===== src/rdseq_defines.vh =====
// Timing constants and field codes of the reset delay sequencer
`ifndef RDSEQ_DEFINES_VH
`define RDSEQ_DEFINES_VH

`define RDSEQ_CLK_MHZ         100
// Times in microseconds, as printed
`define RDSEQ_T_POR_US        10
`define RDSEQ_T_VREG_US       10
`define RDSEQ_T_PWRT_US       64000
`define RDSEQ_T_RST_US        20
`define RDSEQ_T_FAIL_SAFE_CLOCK_MONITOR_US       100
// Cycle counts at the clock rate, sized for the 23-bit delay counter, then the crystal start-up count in oscillator periods
`define RDSEQ_POR_CYC         23'd1000
`define RDSEQ_VREG_CYC        23'd1000
`define RDSEQ_PWRT_CYC        23'd6400000
`define RDSEQ_RST_CYC         23'd2000
`define RDSEQ_FAIL_SAFE_CLOCK_MONITOR_CYC        23'd10000
`define RDSEQ_OST_PERIODS     1024

// Clock source codes of the oscillator config word
`define RDSEQ_SRC_EC          3'h0
`define RDSEQ_SRC_FRC         3'h1
`define RDSEQ_SRC_FRCDIV      3'h2
`define RDSEQ_SRC_LOW_POWER_INTERNAL_OSCILLATOR        3'h3
`define RDSEQ_SRC_ECPLL       3'h4
`define RDSEQ_SRC_FRCPLL      3'h5
`define RDSEQ_SRC_XT          3'h6
`define RDSEQ_SRC_XTPLL       3'h7
// Extra bit: crystal/secondary path also flagged by src_is_secondary_oscillator input

// Reset cause bit positions
`define RDSEQ_CAUSE_POR       0
`define RDSEQ_CAUSE_BOR       1
`define RDSEQ_CAUSE_EXT       2
`define RDSEQ_CAUSE_WDT       3
`define RDSEQ_CAUSE_SW        4
`define RDSEQ_CAUSE_IOP       5
`define RDSEQ_CAUSE_UWR       6
`define RDSEQ_CAUSE_TRAP      7
`define RDSEQ_CAUSE_W         8

// Oscillator control register reset fields
`define RDSEQ_OSC_CUR_LSB     0
`define RDSEQ_OSC_NEW_LSB     3
`define RDSEQ_OSC_FAIL_BIT    6
`define RDSEQ_OSC_W           7

`endif


===== src/rdseq_counter.v =====
// Down counter for one delay interval
`timescale 1ns/1ns
`default_nettype none
module rdseq_counter (
  input  wire        core_clk,
  input  wire        rst_n,
  input  wire        load,
  input  wire [22:0] load_val,
  input  wire        tick,
  output wire        done
);
  reg [22:0] cnt_r;
  reg        run_r;

  always @(posedge core_clk) begin
    if (!rst_n) begin
      cnt_r <= 23'h0;
      run_r <= 1'b0;
    end else if (load) begin
      cnt_r <= load_val;
      run_r <= 1'b1;
    end else if (run_r && tick) begin
      if (cnt_r <= 23'h1)
        run_r <= 1'b0;
      cnt_r <= cnt_r - 23'h1;
    end
  end

  // Done ignores load: the caller decodes load from done
  assign done = !run_r;
endmodule // rdseq_counter
`default_nettype wire


===== src/rdseq_sequencer.v =====
// Reset release sequencer with clock release and fail-safe monitor start
`timescale 1ns/1ns
`default_nettype none
`include "rdseq_defines.vh"

// Functional notes
// - POR adds power-on delay; BOR skips it
// - Startup delay: regulator or power-up timer
// - Other resets hold only internal reset time
// - Crystal sources wait 1024 oscillator periods
// - PLL sources also wait for lock
// - Reset release independent of oscillator state
// - No fetch until valid clock released
// - Monitor starts at release, falls back fast
// - Monitor delay 100 us for crystal/PLL
// - Other register reset values type independent
// - Cause register records reset type
// - Oscillator register from type and config; code loads both fields from the config word for every type
// - RTC cal and NVM reset only on POR
module rdseq_sequencer #(
  parameter [22:0] PWRT_CYC = `RDSEQ_PWRT_CYC
) (
  input  wire       core_clk,
  input  wire       rst_n,
  input  wire       req_por,
  input  wire       req_bor,
  input  wire       req_ext,
  input  wire       req_wdt,
  input  wire       req_sw,
  input  wire       req_iop,
  input  wire       req_uwr,
  input  wire       req_trap,
  input  wire       regulator_en,
  input  wire [2:0] oscillator_config_word,
  input  wire       src_is_secondary_oscillator,
  input  wire       fail_safe_clock_monitor_en,
  input  wire       osc_tick,
  input  wire       pll_locked,
  input  wire       clock_valid,
  output reg        internal_system_reset,
  output reg        clock_released,
  output reg        cpu_run,
  output reg        fail_safe_active,
  output reg        fallback_to_fast_osc,
  output reg        osc_fail_trap,
  output reg  [7:0] reset_cause_register,
  output reg  [6:0] oscillator_control_register,
  output reg        rtc_cal_reset,
  output reg        nvm_ctl_reset,
  output reg        periph_reset
);
  localparam [5:0] ST_POR  = 6'h01;
  localparam [5:0] ST_STUP = 6'h02;
  localparam [5:0] ST_RST  = 6'h04;
  localparam [5:0] ST_RUN  = 6'h08;
  localparam [5:0] ST_IDLE = 6'h10;
  localparam [5:0] ST_FSD  = 6'h20;

  function is_pll;
    input [2:0] s;
    is_pll = (s == `RDSEQ_SRC_ECPLL) || (s == `RDSEQ_SRC_FRCPLL) ||
             (s == `RDSEQ_SRC_XTPLL);
  endfunction

  function is_xtal;
    input [2:0] s;
    input       secondary_oscillator;
    is_xtal = secondary_oscillator || (s == `RDSEQ_SRC_XT) || (s == `RDSEQ_SRC_XTPLL);
  endfunction

  wire [7:0] req_vec = {req_trap, req_uwr, req_iop, req_sw,
                        req_wdt, req_ext, req_bor, req_por};
  wire       any_req = |req_vec;

  reg [5:0]  st_r;
  reg        mon_st_r;
  reg        seq_load;
  reg [22:0] seq_val;
  wire       seq_done;
  reg [2:0]  src_r;
  reg        secondary_oscillator_r;
  // Leaving rst_n counts as a power-on request for one cycle
  reg        por_pend_r;

  rdseq_counter u_seq (
    .core_clk (core_clk),
    .rst_n    (rst_n),
    .load     (seq_load),
    .load_val (seq_val),
    .tick     (1'b1),
    .done     (seq_done)
  );

  // Oscillator start-up counter runs on oscillator periods, restarts on any request
  reg [9:0] ost_r;
  reg       ost_done_r;
  always @(posedge core_clk) begin
    if (!rst_n || any_req) begin
      ost_r      <= 10'h0;
      ost_done_r <= 1'b0;
    end else if (!ost_done_r && osc_tick) begin
      ost_r <= ost_r + 10'h1;
      if (ost_r == 10'h3ff)
        ost_done_r <= 1'b1;
    end
  end

  wire xtal_ok = !is_xtal(src_r, secondary_oscillator_r) || ost_done_r;
  wire pll_ok  = !is_pll(src_r) || pll_locked;
  wire clk_ok  = xtal_ok && pll_ok;
  wire needs_fail_safe_clock_monitor = is_xtal(src_r, secondary_oscillator_r) || is_pll(src_r);

  wire [22:0] stup_cyc = regulator_en ? `RDSEQ_VREG_CYC : PWRT_CYC;

  always @* begin
    seq_load = 1'b0;
    seq_val  = 23'h0;
    if (req_por || por_pend_r) begin
      seq_load = 1'b1;
      seq_val  = `RDSEQ_POR_CYC;
    end else if (req_bor) begin
      seq_load = 1'b1;
      seq_val  = stup_cyc;
    end else if (any_req) begin
      seq_load = 1'b1;
      seq_val  = `RDSEQ_RST_CYC;
    end else if (seq_done) begin
      case (st_r)
        ST_POR: begin
          seq_load = 1'b1;
          seq_val  = stup_cyc;
        end
        ST_STUP: begin
          seq_load = 1'b1;
          seq_val  = `RDSEQ_RST_CYC;
        end
        ST_RUN: begin
          if (mon_st_r && needs_fail_safe_clock_monitor) begin
            seq_load = 1'b1;
            seq_val  = `RDSEQ_FAIL_SAFE_CLOCK_MONITOR_CYC;
          end
        end
        default: begin
          seq_load = 1'b0;
          seq_val  = 23'h0;
        end
      endcase
    end
  end

  always @(posedge core_clk) begin
    if (!rst_n) begin
      st_r     <= ST_POR;
      mon_st_r <= 1'b0;
      src_r    <= `RDSEQ_SRC_FRC;
      secondary_oscillator_r   <= 1'b0;
      por_pend_r <= 1'b1;
    end else begin
      mon_st_r <= 1'b0;
      por_pend_r <= 1'b0;
      if (req_por || por_pend_r)
        st_r <= ST_POR;
      else if (req_bor)
        st_r <= ST_STUP;
      else if (any_req)
        st_r <= ST_RST;
      else if (seq_done) begin
        case (st_r)
          ST_POR:  st_r <= ST_STUP;
          ST_STUP: st_r <= ST_RST;
          ST_RST: begin
            st_r     <= ST_RUN;
            mon_st_r <= 1'b1;
          end
          ST_RUN:  st_r <= (mon_st_r && needs_fail_safe_clock_monitor) ? ST_FSD : ST_IDLE;
          ST_FSD:  st_r <= ST_IDLE;
          ST_IDLE: st_r <= ST_IDLE;
          default: st_r <= ST_POR;
        endcase
      end
      if (any_req) begin
        src_r  <= oscillator_config_word;
        secondary_oscillator_r <= src_is_secondary_oscillator;
      end
    end
  end

  wire in_reset = (st_r == ST_POR) || (st_r == ST_STUP) ||
                  (st_r == ST_RST) || any_req;
  // Monitor waits out its delay before judging the clock
  wire mon_go = fail_safe_clock_monitor_en && (st_r == ST_IDLE);

  always @(posedge core_clk) begin
    if (!rst_n) begin
      internal_system_reset <= 1'b1;
      clock_released        <= 1'b0;
      cpu_run               <= 1'b0;
      fail_safe_active      <= 1'b0;
      fallback_to_fast_osc  <= 1'b0;
      osc_fail_trap         <= 1'b0;
    end else begin
      internal_system_reset <= in_reset;
      osc_fail_trap         <= 1'b0;
      if (any_req) begin
        clock_released       <= 1'b0;
        fallback_to_fast_osc <= 1'b0;
        fail_safe_active     <= 1'b0;
      end else begin
        if (clk_ok || fallback_to_fast_osc)
          clock_released <= 1'b1;
        fail_safe_active <= mon_go;
        if (mon_go && !clock_valid && !fallback_to_fast_osc) begin
          fallback_to_fast_osc <= 1'b1;
          osc_fail_trap        <= 1'b1;
        end
      end
      cpu_run <= !in_reset && (clock_released || fallback_to_fast_osc)
                 && !any_req;
    end
  end

  // Special reset values; all other registers use periph_reset
  always @(posedge core_clk) begin
    if (!rst_n) begin
      reset_cause_register        <= 8'h01;
      oscillator_control_register <= 7'h00;
      rtc_cal_reset               <= 1'b1;
      nvm_ctl_reset               <= 1'b1;
      periph_reset                <= 1'b1;
    end else begin
      periph_reset  <= any_req;
      rtc_cal_reset <= req_por;
      nvm_ctl_reset <= req_por;
      if (any_req)
        reset_cause_register <= req_vec;
      if (any_req)
        oscillator_control_register <=
          {1'b0, oscillator_config_word, oscillator_config_word};
      else if (fallback_to_fast_osc)
        oscillator_control_register[`RDSEQ_OSC_FAIL_BIT] <= 1'b1;
    end
  end
endmodule // rdseq_sequencer
`default_nettype wire


===== config.mk =====
export PLATFORM = sky130hd
export DESIGN_NAME = rdseq_sequencer
export DESIGN_NICKNAME = d
export VERILOG_FILES = /design/src/rdseq_counter.v /design/src/rdseq_sequencer.v
export VERILOG_INCLUDE_DIRS = /design/src
export SDC_FILE = /design/constraint.sdc
export NUM_CORES = 1
export LEC_CHECK = 0
export BUFFER_PORTS_ARGS = -buffer_cell sky130_fd_sc_hd__buf_2
export CELL_PAD_IN_SITES_DETAIL_PLACEMENT = 0
export CELL_PAD_IN_SITES_GLOBAL_PLACEMENT = 2
export CORE_ASPECT_RATIO = 0.6
export CORE_MARGIN = 1.5
export CORE_UTILIZATION = 37
export CTS_BUF_LIST = sky130_fd_sc_hd__clkbuf_16
export CTS_CLUSTER_DIAMETER = 100
export DETAILED_ROUTE_END_ITERATION = 6
export PLACE_DENSITY_LB_ADDON = 0.1
export RECOVER_POWER = 50
export REMOVE_ABC_BUFFERS = 1
export SLEW_MARGIN = 15
export SYNTH_ARGS = -nofsm -noshare
export SYNTH_HDL_FRONTEND = slang
export SYNTH_SLANG_ARGS = --single-unit

===== constraint.sdc =====
create_clock -name core_clk -period 3.6 [get_ports core_clk]
set_clock_uncertainty 0.05 [all_clocks]
set_input_delay 0.9 -clock core_clk [delete_from_list [all_inputs] [get_ports core_clk]]
set_output_delay 0.9 -clock core_clk [all_outputs]
set_load 0.05 [all_outputs]

==> impl_metrics.py, run 1 <==
metrics = {
    "status": {
        "status": "finished, final reports clean",
    },
    "timing": {
        "max_slew.worst_pin.slew_ns": 1.02,
        "fin_crit_sh_pct": 84.4,
        "slew_headroom_pct": 31.6,
        "worst_slack_ns": 0.563,
        "fin_tns_setup_ns": 0,
        "period_minus_slack_ns": 3.04,
        "rsz0062_at_grt": "no",
        "max_freq_mhz": 329,
        "finalSetupViolCount": 0,
        "final-hold-violation-count": 0,
        "slew_viol_final": 0,
    },
    "finish": {
        "fin_cells": 525,
        "multiInputGateArea_mm2": 0.00171,
        "antenna_cells": 0,
        "areaGrowthSynthToFinish_pct": 16.0,
        "fillers": 875,
        "ff_latch_area_mm2": 0.00130,
        "utilization_pct": 44.1,
        "drive_gt1_share_pct": 13.3,
        "final_nets": 430,
    },
    "critical_path": {
        "cpMaxStageDelayCell": "nor4_1",
        "cp_slowest_stage_delay_ns": 0.79,
        "rr_startpoint": "st_r[3]",
        "crit_chain": "buf_2, or4_4, nor4_1, a31oi_1, a21oi_1, o221a_1",
        "rrSetupSlack_ns": 1.19,
        "r2r_cells": 5,
        "critical_path_class": "in -> reg",
        "worstSetupEndpointType": "flip-flop",
        "cp_data_required_time_ns": 3.82,
        "cp-start-kind": "input pin",
        "arrival_ns": 3.26,
        "critPathMaxFanout": 6,
        "worstReg2RegEnd": "u_seq.cnt_r[6]",
    },
    "floorplanning": {
        "dieHeight_um": 75.4,
        "ios": 43,
        "start_util_pct": 38.1,
        "rows": 26,
        "core-area_mm2": 0.00849,
        "die-width_um": 124,
        "fp.dieArea_mm2": 0.00932,
    },
    "clock_tree": {
        "path_clk_slew_ns": 0.05,
        "cts.sinks": 65,
        "cts_buffers": 9,
        "post_cts_buffers": 0,
        "cts_hold_buf": 0,
        "ctsLongestPathBuffers": 2,
        "clockRootBuffer": "clkbuf_16",
        "worstSkewPairLatency_ns": 0.33,
        "cts.repair.resized": 0,
        "cts_max_level": 3,
        "tritoncts": "yes",
    },
    "place": {
        "dp_hpwl_mm": 6.28,
        "dp_slack_ns": 0.554,
        "globalplace.congestion": 0.775,
        "place_inst": 509,
        "port-buffer-count": 42,
    },
    "detailed_routing": {
        "drc": 0,
        "routed_wl_mm": 8.54,
        "wl_per_cell_um": 16.3,
        "avgViaCountPerCell": 5.31,
        "drtPass1Iterations": 4,
        "route.antenna.remaining_nets": 0,
        "num_vias": 2788,
        "drtIter0Drc": 237,
    },
    "logic_synthesis": {
        "yosys_warnings": 0,
        "synth_edf_count": 0,
        "postSynthCellCount": 378,
        "synth_ff_type": "dfxtp_1",
        "synth_area_per_cell_um2": 8.55,
        "synth-seq-cells": 65,
        "ys_types": 66,
        "seq_area_frac_synth_pct": 40.3,
        "synthArstFlopShare_pct": 0,
        "synth_area_mm2": 0.00323,
    },
    "pwr": {
        "comb_power_share_pct": 7.7,
        "pwr-share-seq_pct": 40.3,
        "p_leak_nw": 1.35,
        "switching_share_pct": 23.0,
        "ir_worst_vdd_mv": 0.248,
        "power.internal_w": 0.00145,
        "power_density_mw_per_mm2": 502,
        "p_sw_w": 0.000432,
        "clock_power_share_pct": 52.0,
    },
    "min_path": {
        "hold_class": "reg -> reg",
        "hold_start": "reset_cause_register[0]",
        "min_to": "reset_cause_register[0]",
        "min_path_cells": 1,
    },
    "global_route": {
        "grt_pass1_vias": 2400,
        "grt-ovfl-total": 0,
        "grt_max_degree": 20,
        "antenna_found_initial": 0,
        "grt_pass1_wl_mm": 13.3,
        "gr-usage-all-layers_pct": 19.6,
    },
    "job": {
        "cap_violations": 0,
    },
}
-- worst max-delay path, delay by kind of cell --
family / cells / cell delay, ns
buffers and inverters: 1 / 0.12
AO/OA/AOI/OAI: 3 / 0.87
AND/OR/NAND/NOR: 2 / 1.36
-- power groups by stage --
stage / registers [W] / clock network (W) / logic [W]
final: 0.000759 / 0.000979 / 0.000145
after floorplan: 0.000803 / 0 / 0.0000640
after global routing: 0.000762 / 0.00104 / 0.000158
after CTS: 0.000759 / 0.00100 / 0.000151
after global placement: 0.000774 / 0 / 0.000150
after detailed placement: 0.000774 / 0 / 0.000150
-- per-layer routing --
metal	vias to the layer above	GRT usage, %	share of wire [%]
met5	-	0	0
met4	0	6.13	0.74
met3	5	7.11	6.2
met2	52	24.1	36
met1	1296	30.5	57
li1	1435	-	-
-- worst max-delay path by stage --
| stage | to | from | depth (start not counted) | slack [ns] |
|---|---|---|---|---|
| final | u_seq.cnt_r[13] | req_por | 6 | 0.56 |
| after global routing | u_seq.cnt_r[1] | req_bor | 7 | 0.37 |
| after CTS | u_seq.cnt_r[1] | req_bor | 7 | 0.89 |
| after detailed placement | u_seq.cnt_r[1] | req_bor | 7 | 0.55 |
| after global placement | u_seq.cnt_r[1] | req_bor | 7 | 0.61 |
| after floorplan | u_seq.cnt_r[22] | req_por | 5 | 0.80 |
-- area by class of cell --
cell class | instances | area share, %
multi-input cells | 273 | 45.7
flip-flops and latches | 65 | 34.7
clock buffers | 9 | 6.01
repair buffers | 48 | 5.81
well taps | 112 | 3.74
clock inverters | 7 | 2.90
inverters | 11 | 1.10
-- flip-flops by register name, summed over array words and instances (netlist names), 2 cells and up --
register                     count
oscillator_control_register      3
ost_r                           10
reset_cause_register             8
src_r                            2
st_r                             6
u_seq.cnt_r                     23
-- layout by cell type (no fill, tap or decap), drive strengths merged, types with 3 or more instances in the layout --
cell and instances:
inv 11, o221a 4, o21ai 11, buf 22
clkinv 4, a31oi 4, a21oi 27, a2111oi 4
or4 11, bufinv 3, nor4 11, a41oi 3
clkbuf 35, nand3 11, xnor2 4, xor2 17
nor3 14, o22ai 3, nor2 49, ha 3
nor2b 4, dfxtp 65, nand4 9, nand2 33
or3 7, nand2b 3, nand4b 3
-- cell families (layout without fill, tap and decap cells) --
family,Yosys count,in the layout,synth area share [%]
AND/OR/NAND/NOR,169,169,29.7
AO/OA/AOI/OAI,78,78,16.6
flip-flops,65,65,40.3
buffers and inverters,40,75,5.96
XOR/XNOR,21,21,5.69
adder cells (fa/ha/maj),3,3,1.16
multiplexers,2,2,0.619
-- cells in the mapped netlist, types with 2 or more instances --
library cell	instances	share of area, %
dfxtp_1	65	40
nor2_1	48	5.6
nand2_1	31	3.6
a21oi_1	26	4.0
xor2_1	17	4.6
nor3_1	13	2.0
clkbuf_1	11	1.3
nand3_1	11	1.7
o21ai_0	11	1.7
buf_2	10	1.5
inv_1	10	1.2
nand4_1	9	1.7
or4_1	8	1.9
or3_1	7	1.4
buf_4	6	1.4
nor4_1	6	1.2
a31oi_1	4	0.77
nor2b_1	4	0.77
xnor2_1	4	1.1
a41oi_1	3	0.81
ha_1	3	1.2
nand2b_1	3	0.58
nand4b_1	3	0.81
nor4_2	3	1.2
o221a_2	3	1.0
o22ai_1	3	0.58
or4_4	3	1.0
a2111oi_0	2	0.54
a211oi_1	2	0.46
a21boi_0	2	0.46
a21o_1	2	0.46
a311oi_1	2	0.54
and3_1	2	0.39
and3b_1	2	0.54
mux2i_1	2	0.62
nand2_2	2	0.39
nand3b_1	2	0.46
nor4_4	2	1.3
o211a_1	2	0.62
o31ai_1	2	0.46
o32a_1	2	0.62
-- through the flow --
step | instance area [µm²] | hold slack, ns | total power (W)
floorplan | 3080 | 0.385 | 0.000867
global placement | 3480 | 0.384 | 0.000924
detailed placement | 3480 | 0.386 | 0.000924
CTS | 3810 | 0.407 | 0.00191
global route | 3750 | 0.429 | 0.00196
finish | 3750 | 0.408 | 0.00188
(Power assumes the default switching activity.)
==> run 2, diff against run 1 <==
--- a/config.mk
+++ b/config.mk
@@ -11,7 +11,7 @@
 export CELL_PAD_IN_SITES_GLOBAL_PLACEMENT = 2
 export CORE_ASPECT_RATIO = 0.6
 export CORE_MARGIN = 1.5
-export CORE_UTILIZATION = 37
+export CORE_UTILIZATION = 31
 export CTS_BUF_LIST = sky130_fd_sc_hd__clkbuf_16
 export CTS_CLUSTER_DIAMETER = 100
 export DETAILED_ROUTE_END_ITERATION = 6
==> constraint.sdc (replaced) <==
create_clock -name core_clk -period 2.51 [get_ports core_clk]
set_clock_uncertainty 0.05 [all_clocks]
set_input_delay 0.6275 -clock core_clk [delete_from_list [all_inputs] [get_ports core_clk]]
set_output_delay 0.6275 -clock core_clk [all_outputs]
set_load 0.05 [all_outputs]
==> impl_metrics.py, run 2 (synthesis results as in run 1) <==
metrics = {
    "status": {
        "status": "finished, final reports clean",
    },
    "pwr": {
        "total_power_w": 0.00254,
        "ir_worst_vdd_mv": 0.321,
        "power_density_mw_per_mm2": 648,
        "p_leak_nw": 1.45,
    },
    "detailed_routing": {
        "routed_wl_mm": 8.70,
        "avgViaCountPerCell": 5.08,
        "drtPass1Iterations": 4,
        "wl_per_cell_um": 15.2,
        "route.antenna.remaining_nets": 0,
        "drtIter0Drc": 171,
        "num_vias": 2911,
        "drc": 0,
    },
    "clock_tree": {
        "tritoncts": "yes",
        "clockRootBuffer": "clkbuf_16",
        "post_cts_buffers": 0,
        "cts_buffers": 9,
        "cts_hold_buf": 0,
        "cts.sinks": 65,
        "worstSkewPairLatency_ns": 0.33,
        "cts.repair.resized": 0,
        "cts_max_level": 3,
        "path_clk_slew_ns": 0.06,
        "ctsLongestPathBuffers": 2,
    },
    "timing": {
        "period_minus_slack_ns": 2.35,
        "finalSetupViolCount": 0,
        "fin_crit_sh_pct": 93.8,
        "slew_viol_final": 0,
        "slew_headroom_pct": 31.2,
        "rsz0062_at_grt": "no",
        "max_slew.worst_pin.slew_ns": 1.03,
        "fin_tns_setup_ns": 0,
        "final-hold-violation-count": 0,
        "max_freq_mhz": 425,
    },
    "finish": {
        "top_register": "u_seq.cnt_r",
        "areaGrowthSynthToFinish_pct": 21.4,
        "utilization_pct": 39.3,
        "ff_latch_area_mm2": 0.00130,
        "final_nets": 455,
        "final_cell_mix": "dfxtp_1 (65), nor2_1 (49), nand2_1 (31)",
        "multiInputGateArea_mm2": 0.00172,
        "drive_gt1_share_pct": 18.3,
        "layout.cells.most_common": "dfxtp_1",
        "antenna_cells": 0,
        "reg_top3": "u_seq.cnt_r: 23 flops, ost_r: 10 flops, reset_cause_register: 8 flops",
        "largest_reg_flops": 23,
        "design_area_mm2": 0.00393,
        "fillers": 1043,
    },
    "floorplanning": {
        "rows": 28,
        "fp.dieArea_mm2": 0.0111,
        "die-width_um": 135,
        "ios": 43,
        "dieHeight_um": 82.1,
        "core-area_mm2": 0.00998,
        "start_util_pct": 32.4,
    },
    "global_route": {
        "grt_pass1_wl_mm": 14.0,
        "grt-ovfl-total": 0,
        "grt_max_degree": 20,
        "grt_pass1_vias": 2610,
        "gr-usage-all-layers_pct": 16.8,
        "antenna_found_initial": 0,
    },
    "critical_path": {
        "critPathMaxFanout": 14,
        "worstSetupEndpointType": "flip-flop",
        "cp_data_required_time_ns": 2.66,
        "critical_path_class": "reg -> reg",
        "cpMaxStageDelayCell": "or3b_1",
        "cp-start-kind": "flip-flop",
        "path_common_cell": "buf_4",
        "crit_chain": "or3b_1, nor4_1, nor3_1, buf_4, o31ai_1, buf_4, a311oi_1",
        "cp_slowest_stage_delay_ns": 0.45,
        "arrival_ns": 2.51,
    },
    "place": {
        "dp_hpwl_mm": 6.46,
        "port-buffer-count": 42,
        "globalplace.congestion": 0.794,
        "dpl_cell_area_mm2": 0.00369,
    },
    "job": {
        "cap_violations": 0,
    },
    "min_path": {
        "hold_class": "reg -> reg",
    },
}
-- run 2: changes by cell type in the layout (fill, tap and decap cells not counted), sizes merged --
| cell | change |
|---|---|
| buf | +24 |
| clkinvlp | +1 |
| clkbuf | +1 |
| clkinv | +1 |
| bufinv | -2 |
-- run 2: per-layer routing --
layer,track usage (%),up-vias,wire (µm)
met3,4.52,8,516
met4,5.27,0,86
met1,26.0,1352,4790
met2,21.9,64,3300
met5,0,-,0
li1,-,1487,-
-- run 2: layout make-up --
| class | instances | share of cell area, % |
|---|---|---|
| repair buffers | 73 | 10.0 |
| clock buffers | 9 | 5.74 |
| well taps | 135 | 4.30 |
| flip-flops and latches | 65 | 33.2 |
| multi-input cells | 273 | 43.9 |
| inverters | 11 | 1.05 |
| clock inverters | 7 | 1.79 |
-- run 2: final timing paths --
check,startpoint,end,slack (ns),cells past startpoint
setup reg to reg,st_r[5],u_seq.cnt_r[5],0.16,7
hold reg to reg,reset_cause_register[0],reset_cause_register[0],0.41,1
hold / removal,reset_cause_register[0],reset_cause_register[0],0.41,1
setup / recovery,st_r[5],u_seq.cnt_r[5],0.16,7
-- run 2: metrics by stage --
stage	hold WS, ns	std cells	setup slack (ns)
floorplan	0.385	349	-0.0142
global placement	0.383	557	0.0437
detailed placement	0.391	557	-0.00341
CTS	0.403	573	0.227
global route	0.416	573	0.0487
finish	0.405	573	0.155
-- run 2: power breakdown --
group	internal [W]	switching, W	total, W
combinational	0.0000749	0.000152	0.000227
sequential	0.00106	0.0000250	0.00108
clock	0.000767	0.000466	0.00123
-- run 2: critical path: cells and delay by family (launching register included) --
| kind | cells | cell delay [ns] |
|---|---|---|
| AO/OA/AOI/OAI | 2 | 0.44 |
| buffers and inverters | 2 | 0.40 |
| AND/OR/NAND/NOR | 3 | 0.93 |
| flip-flops | 1 | 0.41 |
